**src/include/smm_pkg.sv**
```systemverilog
// package of constants and carrier types for the status monitor multiplexers
package smm_pkg;
	// register port geometry
	localparam int ADDR_W = 10;
	localparam int DATA_W = 8;
	localparam int SEL_W = 6;
	localparam int SEL_LSB = 0;
	localparam int SEL_MSB = 5;
	// register offsets
	localparam logic [9:0] OFS_MON0_SEL = 10'h230;
	localparam logic [9:0] OFS_MON1_SEL = 10'h231;
	localparam logic [9:0] OFS_IRQ_STAT = 10'h238;
	localparam logic [9:0] OFS_IRQ_MASK = 10'h239;
	localparam logic [9:0] OFS_LIVE_CLK = 10'h23a;
	localparam logic [9:0] OFS_LIVE_MON = 10'h23b;
	// reset values
	localparam logic [5:0] RST_SEL = 6'h00;
	localparam logic [3:0] RST_MASK = 4'h0;
	localparam logic [7:0] RST_RDATA = 8'h00;
	// select codes of both monitors
	localparam logic [5:0] SEL_GND = 6'h00;
	localparam logic [5:0] SEL_BOTH_LOCK = 6'h01;
	localparam logic [5:0] SEL_PLL1_LOCK = 6'h02;
	localparam logic [5:0] SEL_PLL2_LOCK = 6'h03;
	localparam logic [5:0] SEL_BOTH_MISSING = 6'h04;
	localparam logic [5:0] SEL_MISSING_LOCK = 6'h05;
	localparam logic [5:0] SEL_SECOND_SEL = 6'h06;
	localparam logic [5:0] SEL_FIRST_OK = 6'h07;
	localparam logic [5:0] SEL_SECOND_OK = 6'h08;
	localparam logic [5:0] SEL_TEST_OK = 6'h09;
	localparam logic [5:0] SEL_XO_OK = 6'h0a;
	localparam logic [5:0] SEL_FB_OK = 6'h0b;
	localparam logic [5:0] SEL_PLL2_REF_OK = 6'h0c;
	localparam logic [5:0] SEL_RESERVED = 6'h0d;
	localparam logic [5:0] SEL_REFS_OK = 6'h0e;
	localparam logic [5:0] SEL_ALL_OK = 6'h0f;
	localparam logic [5:0] SEL_HALF_FB = 6'h10;
	localparam logic [5:0] SEL_HALF_DN = 6'h11;
	localparam logic [5:0] SEL_HALF_REF = 6'h12;
	localparam logic [5:0] SEL_HALF_UP = 6'h13;
	localparam logic [5:0] SEL_LAST_GND = 6'h17;
	// interrupt bit positions
	localparam int IRQ_W = 4;
	localparam int IRQ_MON0_RISE = 0;
	localparam int IRQ_MON1_RISE = 1;
	localparam int IRQ_LOCK_LOST = 2;
	localparam int IRQ_HOLDOVER = 3;
	// status conditions from the clocking core
	typedef struct packed {
		logic pll1_lock;
		logic pll2_lock;
		logic both_missing;
		logic second_selected;
		logic first_ok;
		logic second_ok;
		logic test_ok;
		logic xo_ok;
		logic pll1_fb_ok;
		logic pll2_ref_ok;
		logic pll2_fb_ok;
	} smm_status_t;
	// raw first-pll signals
	typedef struct packed {
		logic fb_clk;
		logic pfd_dn;
		logic ref_clk;
		logic pfd_up;
	} smm_pll1_t;
	localparam int STS_W = $bits(smm_status_t);
	localparam int PLL1_W = $bits(smm_pll1_t);
endpackage

```
**src/design/smm_top.sv**
```systemverilog
// two software-selected status monitor multiplexers with register port and interrupt
`timescale 1ns/1ps
// Operation
// RQ1: monitor zero takes its source from the six low bits of its select register, the top two bits read zero.
// RQ2: monitor one has its own six-bit select register and decodes the same source codes.
// RQ3: code 0 drives low, code 1 both locks, code 2 first pll lock, code 3 second pll lock.
// RQ4: code 4 shows both references missing, code 5 that plus the second pll locked.
// RQ5: code 6 shows that the second reference is chosen, meaningful only under automatic choice.
// RQ6: codes 7 to 12 show first, second and test reference, oscillator, first pll feedback, second pll ref health.
// RQ7: code 13 is reserved and drives low, code 14 shows both references healthy.
// RQ8: code 15 shows every monitored clock healthy, leaving the test reference out.
// RQ9: codes 16 to 19 show half-rate feedback, down pulse, reference and up pulse of the first pll.
// RQ10: software keeps to codes up to 23, codes 20 to 23 and all above drive low.
module smm_top (
	input wire logic MCLK,
	input wire logic RST_N,
	input wire logic [smm_pkg::ADDR_W-1:0] ADDR,
	input wire logic [smm_pkg::DATA_W-1:0] WDATA,
	input wire logic WR,
	input wire logic RD,
	output logic [smm_pkg::DATA_W-1:0] RDATA,
	input wire smm_pkg::smm_status_t STATUS,
	input wire smm_pkg::smm_pll1_t PLL1_RAW,
	output logic MON0,
	output logic MON1,
	output logic IRQ
);
	logic [smm_pkg::STS_W-1:0] sts_vec;
	logic [smm_pkg::PLL1_W-1:0] half_vec;
	smm_pkg::smm_status_t sts_s;
	smm_pkg::smm_pll1_t half_s;
	logic [smm_pkg::SEL_W-1:0] sel0_r;
	logic [smm_pkg::SEL_W-1:0] sel1_r;
	logic [smm_pkg::IRQ_W-1:0] mask_r;
	logic [smm_pkg::IRQ_W-1:0] irq_stat_r;
	logic [smm_pkg::IRQ_W-1:0] irq_stat_nxt;
	logic [smm_pkg::IRQ_W-1:0] irq_ev;
	logic [smm_pkg::IRQ_W-1:0] irq_clr;
	logic mon0_nxt;
	logic mon1_nxt;
	logic mon0_d_r;
	logic mon1_d_r;
	logic lock_d_r;
	logic hold_d_r;
	logic wr_sel0;
	logic wr_sel1;

	// status conditions arrive from other clock domains
	smm_sync #(
		.W(smm_pkg::STS_W)
	) smm_sync_i (
		.clk(MCLK),
		.rst_n(RST_N),
		.d(STATUS),
		.q(sts_vec)
	);

	// first-pll signals synchronised and halved
	smm_div2 #(
		.W(smm_pkg::PLL1_W)
	) smm_div2_i (
		.clk(MCLK),
		.rst_n(RST_N),
		.d(PLL1_RAW),
		.q(half_vec)
	);

	assign sts_s = smm_pkg::smm_status_t'(sts_vec);
	assign half_s = smm_pkg::smm_pll1_t'(half_vec);

	// source decode shared by both monitors
	function automatic logic smm_pick(
		input logic [smm_pkg::SEL_W-1:0] sel,
		input smm_pkg::smm_status_t s,
		input smm_pkg::smm_pll1_t h
	);
		logic o;
		o = 1'b0;
		case (sel)
			smm_pkg::SEL_GND: o = 1'b0; // RQ3
			smm_pkg::SEL_BOTH_LOCK: o = s.pll1_lock & s.pll2_lock; // RQ3
			smm_pkg::SEL_PLL1_LOCK: o = s.pll1_lock; // RQ3
			smm_pkg::SEL_PLL2_LOCK: o = s.pll2_lock; // RQ3
			smm_pkg::SEL_BOTH_MISSING: o = s.both_missing; // RQ4
			smm_pkg::SEL_MISSING_LOCK: o = s.both_missing & s.pll2_lock; // RQ4
			smm_pkg::SEL_SECOND_SEL: o = s.second_selected; // RQ5
			smm_pkg::SEL_FIRST_OK: o = s.first_ok; // RQ6
			smm_pkg::SEL_SECOND_OK: o = s.second_ok; // RQ6
			smm_pkg::SEL_TEST_OK: o = s.test_ok; // RQ6
			smm_pkg::SEL_XO_OK: o = s.xo_ok; // RQ6
			smm_pkg::SEL_FB_OK: o = s.pll1_fb_ok; // RQ6
			smm_pkg::SEL_PLL2_REF_OK: o = s.pll2_ref_ok; // RQ6
			smm_pkg::SEL_RESERVED: o = 1'b0; // RQ7
			smm_pkg::SEL_REFS_OK: o = s.first_ok & s.second_ok; // RQ7
			smm_pkg::SEL_ALL_OK: begin
				// test reference deliberately left out
				o = s.first_ok & s.second_ok & s.xo_ok & s.pll1_fb_ok & s.pll2_ref_ok & s.pll2_fb_ok; // RQ8
			end
			smm_pkg::SEL_HALF_FB: o = h.fb_clk; // RQ9
			smm_pkg::SEL_HALF_DN: o = h.pfd_dn; // RQ9
			smm_pkg::SEL_HALF_REF: o = h.ref_clk; // RQ9
			smm_pkg::SEL_HALF_UP: o = h.pfd_up; // RQ9
			default: o = 1'b0; // RQ10
		endcase
		return o;
	endfunction

	// write decode for the select registers
	assign wr_sel0 = WR && (ADDR == smm_pkg::OFS_MON0_SEL);
	assign wr_sel1 = WR && (ADDR == smm_pkg::OFS_MON1_SEL);

	// monitor zero select, reserved upper bits dropped
	always_ff @(posedge MCLK or negedge RST_N) begin
		if (!RST_N) begin
			sel0_r <= smm_pkg::RST_SEL;
		end else if (wr_sel0) begin
			sel0_r <= WDATA[smm_pkg::SEL_MSB:smm_pkg::SEL_LSB]; // RQ1
		end
	end

	// monitor one select
	always_ff @(posedge MCLK or negedge RST_N) begin
		if (!RST_N) begin
			sel1_r <= smm_pkg::RST_SEL;
		end else if (wr_sel1) begin
			sel1_r <= WDATA[smm_pkg::SEL_MSB:smm_pkg::SEL_LSB]; // RQ2
		end
	end

	// interrupt mask
	always_ff @(posedge MCLK or negedge RST_N) begin
		if (!RST_N) begin
			mask_r <= smm_pkg::RST_MASK;
		end else if (WR && (ADDR == smm_pkg::OFS_IRQ_MASK)) begin
			mask_r <= WDATA[smm_pkg::IRQ_W-1:0];
		end
	end

	// both monitors share one decoder
	assign mon0_nxt = smm_pick(sel0_r, sts_s, half_s); // RQ1
	assign mon1_nxt = smm_pick(sel1_r, sts_s, half_s); // RQ2

	// monitor outputs straight from flops
	always_ff @(posedge MCLK or negedge RST_N) begin
		if (!RST_N) begin
			MON0 <= 1'b0;
			MON1 <= 1'b0;
		end else begin
			MON0 <= mon0_nxt;
			MON1 <= mon1_nxt;
		end
	end

	// history for event edges
	always_ff @(posedge MCLK or negedge RST_N) begin
		if (!RST_N) begin
			mon0_d_r <= 1'b0;
			mon1_d_r <= 1'b0;
			lock_d_r <= 1'b0;
			hold_d_r <= 1'b0;
		end else begin
			mon0_d_r <= MON0;
			mon1_d_r <= MON1;
			lock_d_r <= sts_s.pll1_lock & sts_s.pll2_lock;
			hold_d_r <= sts_s.both_missing;
		end
	end

	// events: monitor rises, lock lost, holdover entered
	always_comb begin
		irq_ev = '0;
		irq_ev[smm_pkg::IRQ_MON0_RISE] = MON0 & ~mon0_d_r;
		irq_ev[smm_pkg::IRQ_MON1_RISE] = MON1 & ~mon1_d_r;
		irq_ev[smm_pkg::IRQ_LOCK_LOST] = lock_d_r & ~(sts_s.pll1_lock & sts_s.pll2_lock);
		irq_ev[smm_pkg::IRQ_HOLDOVER] = sts_s.both_missing & ~hold_d_r;
	end

	// write one to clear, a new event wins over the clear
	assign irq_clr = (WR && (ADDR == smm_pkg::OFS_IRQ_STAT)) ? WDATA[smm_pkg::IRQ_W-1:0] : '0;
	assign irq_stat_nxt = (irq_stat_r & ~irq_clr) | irq_ev;

	// sticky status and level interrupt
	always_ff @(posedge MCLK or negedge RST_N) begin
		if (!RST_N) begin
			irq_stat_r <= '0;
			IRQ <= 1'b0;
		end else begin
			irq_stat_r <= irq_stat_nxt;
			IRQ <= |(irq_stat_nxt & mask_r);
		end
	end

	// read data valid only in the cycle after the strobe
	always_ff @(posedge MCLK or negedge RST_N) begin
		if (!RST_N) begin
			RDATA <= smm_pkg::RST_RDATA;
		end else if (RD) begin
			case (ADDR)
				smm_pkg::OFS_MON0_SEL: RDATA <= {2'h0, sel0_r}; // RQ1
				smm_pkg::OFS_MON1_SEL: RDATA <= {2'h0, sel1_r}; // RQ2
				smm_pkg::OFS_IRQ_STAT: RDATA <= {4'h0, irq_stat_r};
				smm_pkg::OFS_IRQ_MASK: RDATA <= {4'h0, mask_r};
				smm_pkg::OFS_LIVE_CLK: begin
					RDATA <= {sts_s.pll2_fb_ok, sts_s.pll2_ref_ok, sts_s.xo_ok, sts_s.test_ok,
						sts_s.second_ok, sts_s.first_ok, sts_s.pll2_lock, sts_s.pll1_lock};
				end
				smm_pkg::OFS_LIVE_MON: begin
					RDATA <= {3'h0, MON1, MON0, sts_s.pll1_fb_ok, sts_s.both_missing, sts_s.second_selected};
				end
				default: RDATA <= 8'h00;
			endcase
		end else begin
			RDATA <= 8'h00;
		end
	end
endmodule

```
**src/design/smm_sync.sv**
```systemverilog
// two-stage synchroniser for a vector of independent levels
`timescale 1ns/1ps
module smm_sync #(
	parameter int W = 1
) (
	input wire logic clk,
	input wire logic rst_n,
	input wire logic [W-1:0] d,
	output logic [W-1:0] q
);
	logic [W-1:0] meta_r;

	// first stage is read only by the second
	always_ff @(posedge clk or negedge rst_n) begin
		if (!rst_n) begin
			meta_r <= '0;
			q <= '0;
		end else begin
			meta_r <= d;
			q <= meta_r;
		end
	end
endmodule

```
**src/design/smm_div2.sv**
```systemverilog
// synchronised divide-by-two of several pin signals
`timescale 1ns/1ps
module smm_div2 #(
	parameter int W = 4
) (
	input wire logic clk,
	input wire logic rst_n,
	input wire logic [W-1:0] d,
	output logic [W-1:0] q
);
	logic [W-1:0] meta_r;
	logic [W-1:0] sync_r;
	logic [W-1:0] prev_r;
	logic [W-1:0] rise;

	// two flops before any logic looks at the pins
	always_ff @(posedge clk or negedge rst_n) begin
		if (!rst_n) begin
			meta_r <= '0;
			sync_r <= '0;
			prev_r <= '0;
		end else begin
			meta_r <= d;
			sync_r <= meta_r;
			prev_r <= sync_r;
		end
	end

	assign rise = sync_r & ~prev_r;

	// toggle on each rising edge, halving the rate
	always_ff @(posedge clk or negedge rst_n) begin
		if (!rst_n) begin
			q <= '0;
		end else begin
			q <= q ^ rise; // RQ9
		end
	end
endmodule

```
**config.mk**
```make
export PLATFORM = sky130hd
export DESIGN_NAME = smm_top
export DESIGN_NICKNAME = d
export VERILOG_FILES = /design/src/include/smm_pkg.sv /design/src/design/smm_top.sv /design/src/design/smm_sync.sv /design/src/design/smm_div2.sv
export SDC_FILE = /design/constraint.sdc
export NUM_CORES = 1
export LEC_CHECK = 0
export ABC_AREA = 1
export BUFFER_PORTS_ARGS = -buffer_cell sky130_fd_sc_hd__buf_2
export CORE_AREA = 2 2 89 74
export CTS_CLUSTER_DIAMETER = 50
export DETAILED_ROUTE_END_ITERATION = 12
export DIE_AREA = 0 0 91 76
export PLACE_DENSITY = 0.75
export SLEW_MARGIN = 25
export SYNTH_ARGS = -nofsm -noshare
export SYNTH_HDL_FRONTEND = slang
export SYNTH_SLANG_ARGS = --single-unit
```
**constraint.sdc**
```tcl
create_clock -name MCLK -period 4.1 [get_ports MCLK]
set_clock_uncertainty 0.1 [all_clocks]
set_input_delay 0.205 -clock MCLK [delete_from_list [all_inputs] [get_ports MCLK]]
set_output_delay 0.205 -clock MCLK [all_outputs]
set_load 0.05 [all_outputs]
```
==> impl_metrics.tcl <==
set metrics [dict create \
    status "complete, no violations" \
    grt_pass1_vias 2422 \
    ys_seq_area_share_pct 57.1 \
    fin_tns_setup_ns 0 \
    hp-start "WDATA[5]" \
    drc 0 \
    setup_viol 0 \
    initial_core_util_pct 52.3 \
    ant_nets 0 \
    fp.dieArea_sq_um 6920 \
    dieHeight_um 76 \
    final_area_sq_um 3940 \
    rsz0062_at_grt "no" \
    area_growth_pct 23.2 \
    io_pins 48 \
    criticalPathCategory "reg -> reg" \
    cts_setup_buffers 0 \
    worstPathArrival_ns 1.82 \
    core_sq_um 6120 \
    nets 460 \
    totalPowerFinal_uw 1670 \
    vias 2507 \
    grt_pass1_wl_mm 11.6 \
    drt_first_pass_iters 6 \
    clk_latency_ns 0.35 \
    root_buffer "clkbuf_8" \
    drtIter0Drc 141 \
    synthCells 354 \
    netlist_top_cells_count "nand2_1, dfrtp_1, inv_1" \
    final_max_slew_viol_count 0 \
    cts_tree "yes" \
    diodes 0 \
    period_minus_slack_ns 1.63 \
    synth_most_common_cell "nand2_1" \
    yosysTopAreaCellShare_pct 57.1 \
    path_clk_slew_ns 0.07 \
    yosys_warnings 0 \
    avgSynthCellArea_sq_um 9.03 \
    min_delay_path_depth 3 \
    required_ns 4.29 \
    placed_cells 480 \
    endpoint_kind "flip-flop" \
    netlist_area_sq_um 3200 \
    antenna_found_initial 0 \
    dpl.hpwl_mm 4.88 \
    layout-drive-gt1-share_pct 22.0 \
    hold_viol 0 \
    worstMarginPinSlew_ns 0.831 \
    synth_top_cell_by_area "dfrtp_1" \
    grtUsageTotal_pct 21.7 \
    max_freq_mhz 613 \
    clkSinkCount 73 \
    drv_cap 0 \
    r2r_end "MON0$_DFF_PN0_" \
    async_flop_share_pct 100 \
    viasPerCell 4.90 \
    slew_headroom_pct 44.6 \
    die_x_um 91 \
    ir_drop_v 0.000410 \
    cp-start-kind "flip-flop" \
    fin_hold_ws_ns 0.0198 \
    synth_flop_cell "dfrtp_1" \
    whs_endpoint "sel1_r[5]$_DFFE_PN0P_" \
    port-buffer-count 45 \
    p_leak_uw 0.00201 \
    power_density_nw_per_um2 424 \
    wl_mm 6.75 \
    synth-edff-count 0 \
    cts_made_buffers 9 \
    n_fill_cell 531 \
    cts-htree-levels 3 \
    avgRoutedWirePerCell_um 13.2 \
    synth_cell_type_count 29 \
    ys_seq_elements 73 \
    grt_max_degree 39 \
    r2r_start "sel0_r[4]$_DFFE_PN0P_" \
    min_path_type "in -> reg" \
    ff2ff_path_depth 7 \
    grt_overflow 0 \
    r2r_slack_ns 2.47 \
    gp_congestion 0.870 \
    crit_fanout 7 \
    row_count 26 \
    netlist_top_cells_area "dfrtp_1, nand2_1, inv_1" \
    finalNonFillerCells 512 \
    synth_fp_nets 391 \
    postPlaceCellArea_sq_um 3510 \
    period_share_pct 39.8 \
    clockBufferDepth 2 \
]
-- worst max path at each step --
stage                               start                    end  slack (ns)  cells after the start
floorplan           sel0_r[4]$_DFFE_PN0P_         MON0$_DFF_PN0_        2.78                      7
global placement                  ADDR[7]  sel1_r[0]$_DFFE_PN0P_        2.45                      9
detailed placement                ADDR[7]  sel1_r[1]$_DFFE_PN0P_        2.41                      9
CTS                 sel0_r[4]$_DFFE_PN0P_         MON0$_DFF_PN0_        2.45                      7
global route        sel0_r[4]$_DFFE_PN0P_         MON0$_DFF_PN0_        2.24                      7
finish              sel0_r[4]$_DFFE_PN0P_         MON0$_DFF_PN0_        2.47                      7
-- through the flow --
step	utilization (%)	worst slack (ns)
floorplan	-	2.78
global placement	57.4	2.45
detailed placement	57.4	2.41
CTS	64.4	2.45
global route	64.4	2.24
finish	64.4	2.47
-- flip-flops by register name, summed over array words and instances, names as in the netlist --
signal and flops:
smm_sync_i.meta_r 11, smm_sync_i.q 11, RDATA 8, sel0_r 6
sel1_r 6, irq_stat_r 4, mask_r 4, smm_div2_i.meta_r 4
smm_div2_i.prev_r 4, smm_div2_i.q 4, smm_div2_i.sync_r 4, IRQ 1
MON0 1, MON1 1, hold_d_r 1, lock_d_r 1
mon0_d_r 1, mon1_d_r 1
-- worst max-delay path, cell delays in order (launching register included) --
cell	delay (ns)
dfrtp_1	0.42
nor2_1	0.39
nand2_1	0.12
o21ai_0	0.22
nor2_1	0.08
nor3_1	0.14
nor2_1	0.06
nand2_1	0.06
-- power by group --
| part | internal (uW) | switching (uW) |
|---|---|---|
| Sequential | 762 | 26.7 |
| Clock | 472 | 276 |
| Combinational | 52.2 | 79.7 |
-- metal layers --
layer,routed length [um],track usage [%]
met2,3040,31.4
met5,0,0
met3,466,5.44
met1,3080,31.1
met4,166,9.70
-- repair_timing --
item | 4_1_cts | 5_1_grt
endpoints found under the setup margin | 0 | 0
endpoints found under the hold margin | 52 | 0
hold buffers | 16 | 0
gates resized for setup | 0 | 0
-- layout by cell type, fill, tap and decap left out, types with 9 or more instances in the layout --
cell,count
nor2_1,32
dfrtp_1,73
buf_2,45
nand2_2,9
o21ai_0,18
inv_1,46
nand2_1,85
dlygate4sd3_1,16
nand3_1,27
clkbuf_8,9
-- cell type report --
type | count | area (sq um) | share of cell area, %
clock buffers | 9 | 124 | 3.14
clock inverters | 7 | 146 | 3.72
flip-flops and latches | 73 | 1830 | 46.4
multi-input cells | 227 | 1160 | 29.3
repair buffers | 62 | 393 | 9.97
well taps | 84 | 105 | 2.67
inverters | 50 | 189 | 4.80
-- cell families after synthesis --
| family | Yosys count | share of synthesized area [%] |
|---|---|---|
| and+or+nand+nor | 178 | 26.6 |
| DFF | 73 | 57.1 |
| buffers and inverters | 54 | 6.73 |
| AOI/OAI and AO/OA | 45 | 8.49 |
| xor gates and xnor gates | 4 | 1.10 |
Power figures use the tool's default switching activity.
